$ cat src/core/branch_seq_pkg.sv
// Constants and types shared by the branch fetch sequencer
package branch_seq_pkg;
    localparam int ADDR_W = 32;
    // Instruction lengths in bytes
    localparam logic [31:0] LEN_WIDE = 32'h0000_0004;
    localparam logic [31:0] LEN_COMP = 32'h0000_0002;
    // Access size codes
    localparam logic [1:0] SIZE_WORD = 2'h2;
    localparam logic [1:0] SIZE_HALF = 2'h1;
    // Link value corrections
    localparam logic [31:0] LINK_ADJ_WIDE = 32'h0000_0004;
    localparam logic [31:0] LINK_ADJ_COMP = 32'h0000_0002;
    // Reset values
    localparam logic [31:0] PC_RESET = 32'h0000_0000;
    localparam logic [31:0] LINK_RESET = 32'h0000_0000;

    // Sequencer states, one-hot
    typedef enum logic [4:0] {
        ST_IDLE = 5'h01,
        ST_LONG1 = 5'h02,
        ST_CYC1 = 5'h04,
        ST_CYC2 = 5'h08,
        ST_CYC3 = 5'h10
    } seq_state_t;
endpackage

$ cat src/core/fetch_addr_step.sv
// Fetch address stepper: adds a multiple of the instruction length
module fetch_addr_step
    import branch_seq_pkg::*;
(
    input wire logic [31:0] base,
    input wire logic compressed,
    input wire logic [1:0] mult,
    output logic [31:0] addr
);
    // Length times 0..3, added to the base
    always_comb
    begin
        addr = base + ((compressed ? LEN_COMP : LEN_WIDE)
            * {30'h0, mult});
    end
endmodule

$ cat src/core/branch_fetch_sequencer.sv
// Bus-cycle sequencer for branch and long branch-with-link fetches
//
// Overview of operation
// - Request and burst-continue outputs announce the next cycle type.
// - Address and qualifiers are presented for the cycle they belong to.
// - Prefetch address steps by four (wide state) or two (compressed).
// - Access size is word in wide state, halfword in compressed state.
// - Branch cycle one computes target while prefetching from pc.
// - Cycle two fetches target; link branch writes return address to link.
// - Cycle three fetches target plus length; link value reduced by four.
// - Three fetches: pc+2L non-sequential, then alu and alu+L sequential.
// - Single-instruction link branch is refused in compressed state.
// - Long link first half adds pc to upper offset into link register.
// - Long link second half cycle one computes target, prefetches at pc.
// - Second half cycle two fetches target and writes return address.
// - Second half cycle three fetches target plus two, link minus two.
// - Four halfword fetches: pc+4 seq, pc+6 nonseq, alu, alu+2 seq.
module branch_fetch_sequencer
    import branch_seq_pkg::*;
(
    input wire logic clk_sys,
    input wire logic rst_b,
    input wire logic compressed_state_flag_in,
    input wire logic start_branch,
    input wire logic link_bit,
    input wire logic start_long_link,
    input wire logic [31:0] pc,
    input wire logic [31:0] target,
    input wire logic [31:0] upper_offset,
    output logic busy,
    output logic refused,
    output logic [31:0] addr,
    output logic [1:0] access_size,
    output logic write_not_read,
    output logic instr_fetch_n,
    output logic user_privilege_n,
    output logic compressed_state_flag,
    output logic mem_request_n,
    output logic burst_continue,
    output logic [31:0] link_reg,
    output logic link_we
);

    ////////////////////////////////////////////////////////////////////////
    // State record
    typedef struct packed {
        seq_state_t st;
        logic comp;
        logic link;
        logic is_long;
        logic [31:0] pc;
        logic [31:0] alu;
        logic [31:0] addr;
        logic [1:0] size;
        logic req_n;
        logic seq;
        logic [31:0] lr;
        logic lr_we;
        logic refused;
    } state_t;

    state_t cur;
    state_t next_cur;
    logic [31:0] step_addr;
    logic [31:0] step_base;
    logic [1:0] step_mult;
    // Stepper length flag kept apart from next_cur to avoid a comb loop
    logic step_comp;

    // Access size code for a state flag
    function automatic logic [1:0] size_for(input logic comp);
        return comp ? SIZE_HALF : SIZE_WORD;
    endfunction

    fetch_addr_step u_step (
        .base(step_base),
        .compressed(step_comp),
        .mult(step_mult),
        .addr(step_addr)
    );

    ////////////////////////////////////////////////////////////////////////
    // Next-state logic; addresses are registered so they are stable a cycle
    always_comb
    begin
        next_cur = cur;
        next_cur.lr_we = 1'b0;
        next_cur.refused = 1'b0;
        // Default step of zero holds the last address while idle
        step_base = cur.addr;
        step_mult = 2'h0;
        step_comp = cur.comp;
        unique case (cur.st)
            ST_IDLE:
            begin
                next_cur.req_n = 1'b0;
                next_cur.seq = 1'b1;
                next_cur.comp = compressed_state_flag_in;
                step_comp = compressed_state_flag_in;
                if (start_long_link && compressed_state_flag_in)
                begin
                    // First half behaves as data op; prefetch pc+4, seq next
                    next_cur.st = ST_LONG1;
                    next_cur.pc = pc;
                    next_cur.is_long = 1'b1;
                    next_cur.link = 1'b1;
                    next_cur.lr = pc + upper_offset;
                    next_cur.lr_we = 1'b1;
                    step_base = pc;
                    step_mult = 2'h2;
                    next_cur.seq = 1'b1;
                end
                else if (start_branch &&
                    !(link_bit && compressed_state_flag_in))
                begin
                    next_cur.st = ST_CYC1;
                    next_cur.pc = pc;
                    next_cur.is_long = 1'b0;
                    next_cur.link = link_bit;
                    next_cur.alu = target;
                    step_base = pc;
                    step_mult = 2'h2;
                    next_cur.seq = 1'b0;
                end
                else if (start_branch)
                begin
                    next_cur.refused = 1'b1;
                end
                next_cur.addr = step_addr;
                next_cur.size = size_for(compressed_state_flag_in);
            end
            ST_LONG1:
            begin
                // Second half cycle one: target computed, prefetch pc+6
                next_cur.st = ST_CYC1;
                next_cur.alu = target;
                step_base = cur.pc;
                step_mult = 2'h3;
                next_cur.addr = step_addr;
                next_cur.seq = 1'b0;
            end
            ST_CYC1:
            begin
                next_cur.st = ST_CYC2;
                step_base = cur.alu;
                step_mult = 2'h0;
                next_cur.addr = step_addr;
                next_cur.seq = 1'b1;
                if (cur.link)
                begin
                    // Return address is the prefetch address of cycle one
                    next_cur.lr = cur.addr;
                    next_cur.lr_we = 1'b1;
                end
            end
            ST_CYC2:
            begin
                next_cur.st = ST_CYC3;
                step_base = cur.alu;
                step_mult = 2'h1;
                next_cur.addr = step_addr;
                next_cur.seq = 1'b1;
                if (cur.link)
                begin
                    next_cur.lr = cur.lr - (cur.comp ? LINK_ADJ_COMP
                        : LINK_ADJ_WIDE);
                    next_cur.lr_we = 1'b1;
                end
            end
            ST_CYC3:
            begin
                // Hand back to sequential fetch at alu+2L
                next_cur.st = ST_IDLE;
                step_base = cur.alu;
                step_mult = 2'h2;
                next_cur.addr = step_addr;
                next_cur.seq = 1'b1;
                next_cur.link = 1'b0;
                next_cur.is_long = 1'b0;
            end
        endcase
    end

    ////////////////////////////////////////////////////////////////////////
    // State register
    always_ff @(posedge clk_sys or negedge rst_b)
    begin
        if (!rst_b)
        begin
            cur <= '{st: ST_IDLE, comp: 1'b0, link: 1'b0, is_long: 1'b0,
                pc: PC_RESET, alu: PC_RESET, addr: PC_RESET,
                size: SIZE_WORD, req_n: 1'b1, seq: 1'b0, lr: LINK_RESET,
                lr_we: 1'b0, refused: 1'b0};
        end
        else
        begin
            cur <= next_cur;
        end
    end

    ////////////////////////////////////////////////////////////////////////
    // Outputs; all reads with opcode fetch active
    assign busy = (cur.st != ST_IDLE);
    assign refused = cur.refused;
    assign addr = cur.addr;
    assign access_size = cur.size;
    assign write_not_read = 1'b0;
    assign instr_fetch_n = 1'b0;
    assign user_privilege_n = 1'b1;
    assign compressed_state_flag = cur.comp;
    assign mem_request_n = cur.req_n;
    assign burst_continue = cur.seq;
    assign link_reg = cur.lr;
    assign link_we = cur.lr_we;

    ////////////////////////////////////////////////////////////////////////
    // Checks
    property p_step_target;
        @(posedge clk_sys) disable iff (!rst_b)
        (cur.st == ST_CYC1) |=> (addr == cur.alu) && burst_continue;
    endproperty
    a_step_target: assert property (p_step_target)
        else $error("target fetch address wrong");

    property p_refill;
        @(posedge clk_sys) disable iff (!rst_b)
        (cur.st == ST_CYC2) |=> addr == cur.alu +
            (cur.comp ? LEN_COMP : LEN_WIDE);
    endproperty
    a_refill: assert property (p_refill)
        else $error("refill address wrong");

    property p_link_adj;
        @(posedge clk_sys) disable iff (!rst_b)
        (cur.st == ST_CYC2 && cur.link) |=> link_we &&
            link_reg == $past(link_reg) - (cur.comp ? LINK_ADJ_COMP
            : LINK_ADJ_WIDE);
    endproperty
    a_link_adj: assert property (p_link_adj)
        else $error("link adjustment wrong");

    property p_size;
        @(posedge clk_sys) disable iff (!rst_b)
        access_size == (compressed_state_flag ? SIZE_HALF : SIZE_WORD);
    endproperty
    a_size: assert property (p_size)
        else $error("access size does not match state");

    property p_nonseq_first;
        @(posedge clk_sys) disable iff (!rst_b)
        (cur.st == ST_IDLE && start_branch && !start_long_link &&
            !(link_bit && compressed_state_flag_in)) |=>
            !burst_continue && addr == $past(pc) +
            2 * (compressed_state_flag ? LEN_COMP : LEN_WIDE);
    endproperty
    a_nonseq_first: assert property (p_nonseq_first)
        else $error("first branch fetch wrong");

    property p_no_comp_link;
        @(posedge clk_sys) disable iff (!rst_b)
        (cur.st == ST_IDLE && start_branch && link_bit &&
            compressed_state_flag_in && !start_long_link) |=>
            refused && !busy;
    endproperty
    a_no_comp_link: assert property (p_no_comp_link)
        else $error("compressed link branch not refused");

    property p_long_seq;
        @(posedge clk_sys) disable iff (!rst_b)
        (cur.st == ST_IDLE && start_long_link && compressed_state_flag_in)
            |=> burst_continue ##1 !burst_continue ##1 burst_continue
            ##1 burst_continue;
    endproperty
    a_long_seq: assert property (p_long_seq)
        else $error("long link sequence flags wrong");

    property p_fetch_read;
        @(posedge clk_sys) disable iff (!rst_b)
        busy |-> !write_not_read && !instr_fetch_n && !mem_request_n;
    endproperty
    a_fetch_read: assert property (p_fetch_read)
        else $error("branch fetch not an opcode read");
endmodule

$ cat config.mk
export PLATFORM = sky130hd
export DESIGN_NAME = branch_fetch_sequencer
export DESIGN_NICKNAME = d
export VERILOG_FILES = /design/src/core/branch_seq_pkg.sv /design/src/core/fetch_addr_step.sv /design/src/core/branch_fetch_sequencer.sv
export SDC_FILE = /design/constraint.sdc
export NUM_CORES = 1
export LEC_CHECK = 0
export BUFFER_PORTS_ARGS = -buffer_cell sky130_fd_sc_hd__buf_4
export CORE_MARGIN = 4
export CORE_UTILIZATION = 30
export CTS_BUF_LIST = sky130_fd_sc_hd__clkbuf_4
export DETAILED_ROUTE_END_ITERATION = 8
export PLACE_DENSITY = 0.49
export SLEW_MARGIN = 20
export SYNTH_ARGS = -nofsm -noshare
export SYNTH_HDL_FRONTEND = slang
export SYNTH_SLANG_ARGS = --single-unit
$ cat constraint.sdc
create_clock -name clk_sys -period 7.4 [get_ports clk_sys]
set_clock_uncertainty 0.05 [all_clocks]
set_input_delay 1.11 -clock clk_sys [delete_from_list [all_inputs] [get_ports clk_sys]]
set_output_delay 1.11 -clock clk_sys [all_outputs]
set_load 0.02 [all_outputs]
==> reports/metrics.csv <==
metric,value,unit
run_status,"complete, no violations",
cts_resized,0,
clock_sinks,141,
detailed_placement_wirelength_estimate,26.5,mm
place_congestion,0.881,
num-nets-final,1281,
drt_pre_antenna_iters,7,
die_x,189,um
die_h,189,um
cp-start-kind,primary input,
clk_pin_slew_worst_paths,0.16,ns
finalHoldViolCount,0,
synthesis_to_finish_area_growth,14.8,%
tritoncts.num_buffers,17,
grt_pass1_wl,51.1,mm
worst_ep_required_time,7.88,ns
postSynth.topFlopCell,sky130_fd_sc_hd__dfrtp_1,
finalSetupViolations,0,
cts_post_setup_buffers_inserted,0,
ys_types,87,
antenna_found_initial,1,
worst_pin_slew,0.982,ns
final-max-slew-violation-count,0,
asyncSetResetFlopFracSynth,100,%
post_synthesis_cell_area,9870,um^2
cts.htree.levels,4,
final_min_period_over_clock_period,68.9,%
final_layout_size_suffix_gt1_share,27.7,%
achievable-frequency,196,MHz
post_drt_via_cell_ratio,5.26,
worstSetupPathType,in2reg,
timing.hold.worst.class,reg2reg,
layout.area.seq,3530,um^2
detailedRoute.firstIterationViolations,737,
antenna_left,0,
cts-hold-fix-buffers,0,
p_leak,4.96,nW
cp.arrival,5.57,ns
synth-seq-area-share,35.8,%
routedWlPerCell,21.1,um
postLayoutCoreUtil,34.8,%
buffer_levels_on_the_longest_clock_path,2,
placementRows,66,
cts_root_buffer,sky130_fd_sc_hd__clkbuf_4,
synthesis.instances,1059,
max_slew_margin,34.4,%
timing.final.crit_period,5.10,ns
clk_latency,0.59,ns
power.density,388,nW/um^2
synth_warnings,0,
detail_route.wirelength,33.5,mm
unrepaired_setup_endpoints_after_global_routing,no,
buffer_ports.inserted,173,
synth_enable_flop_cells,0,
grt_remaining_overflow,0,
cts_tree,built,
timing.critical_path.fanout_max,17,
largest_net_degree_at_the_start_of_global_routing,75,
syn_area_per_cell,9.32,um^2
boundaryPins,177,
vias_in_the_first_global_route,8444,
drcViolationCount,0,
synth-seq-cells,141,
num-fill-cells,3405,
floorplan.die_area,35900,um^2
vdd_drop_max,0.000136,V
route.vias.total,8377,
maximum_capacitance_violations,0,
post_route_setup_tns,0,ns
endpoint_kind,flop,
initial_core_utilization,30.3,%
largest_register_ff_count,70,
groute.usage.overall,18.4,%
multi_input_comb_area,5500,um^2
core-area,32500,um^2
==> logic make-up (layout without fill, tap and decap cells) <==
group,after synthesis,after routing,share of synthesized area (%)
AND/OR/NAND/NOR,304,304,15.6
AO/OA/AOI/OAI,292,292,20.5
XOR/XNOR,55,55,4.88
other,2,4,0.0761
multiplexers,79,79,8.92
buffers and inverters,144,234,8.76
adder cells (fa/ha/maj),42,42,5.55
flip-flops,141,141,35.8
==> final timing paths <==
| kind | cells past startpoint | end | start | slack, ns |
|---|---|---|---|---|
| setup / recovery | 15 | addr[30] | compressed_state_flag_in | 2.30 |
| hold / removal | 2 | access_size[1] | access_size[1] | 0.45 |
| setup reg to reg | 15 | addr[30] | cur[138] | 2.36 |
| hold reg to reg | 2 | access_size[1] | access_size[1] | 0.45 |
| max in group asynchronous | 2 | cur[141] | rst_b | 5.42 |
| min in group asynchronous | 1 | link_reg[20] | rst_b | 0.48 |
==> report_power, final <==
part           switching [W]  leakage, nW  internal [W]
clock network       0.000370        0.156      0.000158
logic                0.00131         3.07      0.000999
registers           0.000414         1.74       0.00114
total                0.00210         4.96       0.00230
==> metrics by stage <==
stage | cells | worst slack (ns) | total power [W] | instance area [um^2] | hold slack, ns
6_report | 1593 | 2.30 | 0.00439 | 11300 | 0.446
5_1_grt | 1593 | 2.05 | 0.00473 | 11300 | 0.459
4_1_cts | 1592 | 2.39 | 0.00442 | 11300 | 0.448
3_5_place_dp | 1560 | 1.76 | 0.00388 | 11000 | 0.425
3_3_place_gp | 1560 | 1.93 | 0.00385 | 11000 | 0.427
2_1_floorplan | 1060 | 2.55 | 0.00322 | 9880 | 0.397
==> cells in the final DEF (no fill, tap or decap), drive strengths merged, types with 8 or more instances in the layout <==
cell,netlist,layout
buf,92,185
dfrtp,138,138
nor2,79,79
nand2,77,77
mux2,72,72
a21oi,70,70
o21ai,52,52
ha,39,39
xnor2,35,35
nor3,35,35
inv,17,29
a21o,28,28
or3,25,25
xor2,20,20
nand3,20,20
clkbuf,35,17
a221oi,16,16
a22oi,14,14
a211oi,13,13
nor4,13,13
o211ai,12,12
and2,11,11
a222oi,10,10
o31ai,10,10
o21a,8,8
==> final cells by class <==
class / count / share of cell area [%]
inverter: 17 / 0.563
antenna: 1 / 0.0221
sequential: 141 / 31.2
timing repair buffer: 185 / 12.3
clock inverter: 15 / 1.41
multi-input combinational: 775 / 48.5
tap: 442 / 4.88
clock buffer: 17 / 1.13
==> layer usage <==
| layer | track usage (%) | share of wire (%) | vias to the layer above |
|---|---|---|---|
| li1 | - | - | 4019 |
| met1 | 27.2 | 49 | 4078 |
| met2 | 27.3 | 43 | 242 |
| met3 | 3.45 | 5.2 | 38 |
| met4 | 5.84 | 2.4 | 0 |
| met5 | 0 | 0 | - |
==> worst max-delay path: stages <==
cell                      delay (ns)
sky130_fd_sc_hd__buf_4          0.14
sky130_fd_sc_hd__and2_1         0.29
sky130_fd_sc_hd__nor2_2         0.71
sky130_fd_sc_hd__a21oi_1        0.08
sky130_fd_sc_hd__o32ai_1        0.40
sky130_fd_sc_hd__mux2i_1        0.15
sky130_fd_sc_hd__ha_1           0.32
sky130_fd_sc_hd__ha_1           0.21
sky130_fd_sc_hd__fa_1           0.23
sky130_fd_sc_hd__a21oi_1        0.08
sky130_fd_sc_hd__a21o_1         0.21
sky130_fd_sc_hd__or4b_4         0.54
sky130_fd_sc_hd__or4b_1         0.74
sky130_fd_sc_hd__nor3_4         0.23
sky130_fd_sc_hd__xnor2_1        0.13
==> cells in the mapped netlist, drive strengths merged (4+ instances only) <==
master / instances / area (um^2)
a211oi: 13 / 97.6
a21o: 28 / 210
a21oi: 70 / 350
a221o: 7 / 70.1
a221oi: 16 / 140
a222oi: 10 / 100
a22o: 5 / 43.8
a22oi: 14 / 110
a32oi: 4 / 35.0
and2: 11 / 68.8
and3: 5 / 31.3
buf: 92 / 669
clkbuf: 35 / 131
dfrtp: 138 / 3450
ha: 39 / 488
inv: 17 / 63.8
mux2: 72 / 811
mux2i: 7 / 70.1
nand2: 77 / 297
nand2b: 5 / 31.3
nand3: 20 / 100
nand4: 6 / 37.5
nor2: 79 / 304
nor3: 35 / 196
nor4: 13 / 87.6
o211ai: 12 / 95.1
o21a: 8 / 60.1
o21ai: 52 / 260
o21bai: 4 / 30.0
o22ai: 5 / 31.3
o31ai: 10 / 75.1
or2: 5 / 31.3
or3: 25 / 156
or4: 6 / 48.8
xnor2: 35 / 307
xor2: 20 / 175
Power figures use the tool's default switching activity.
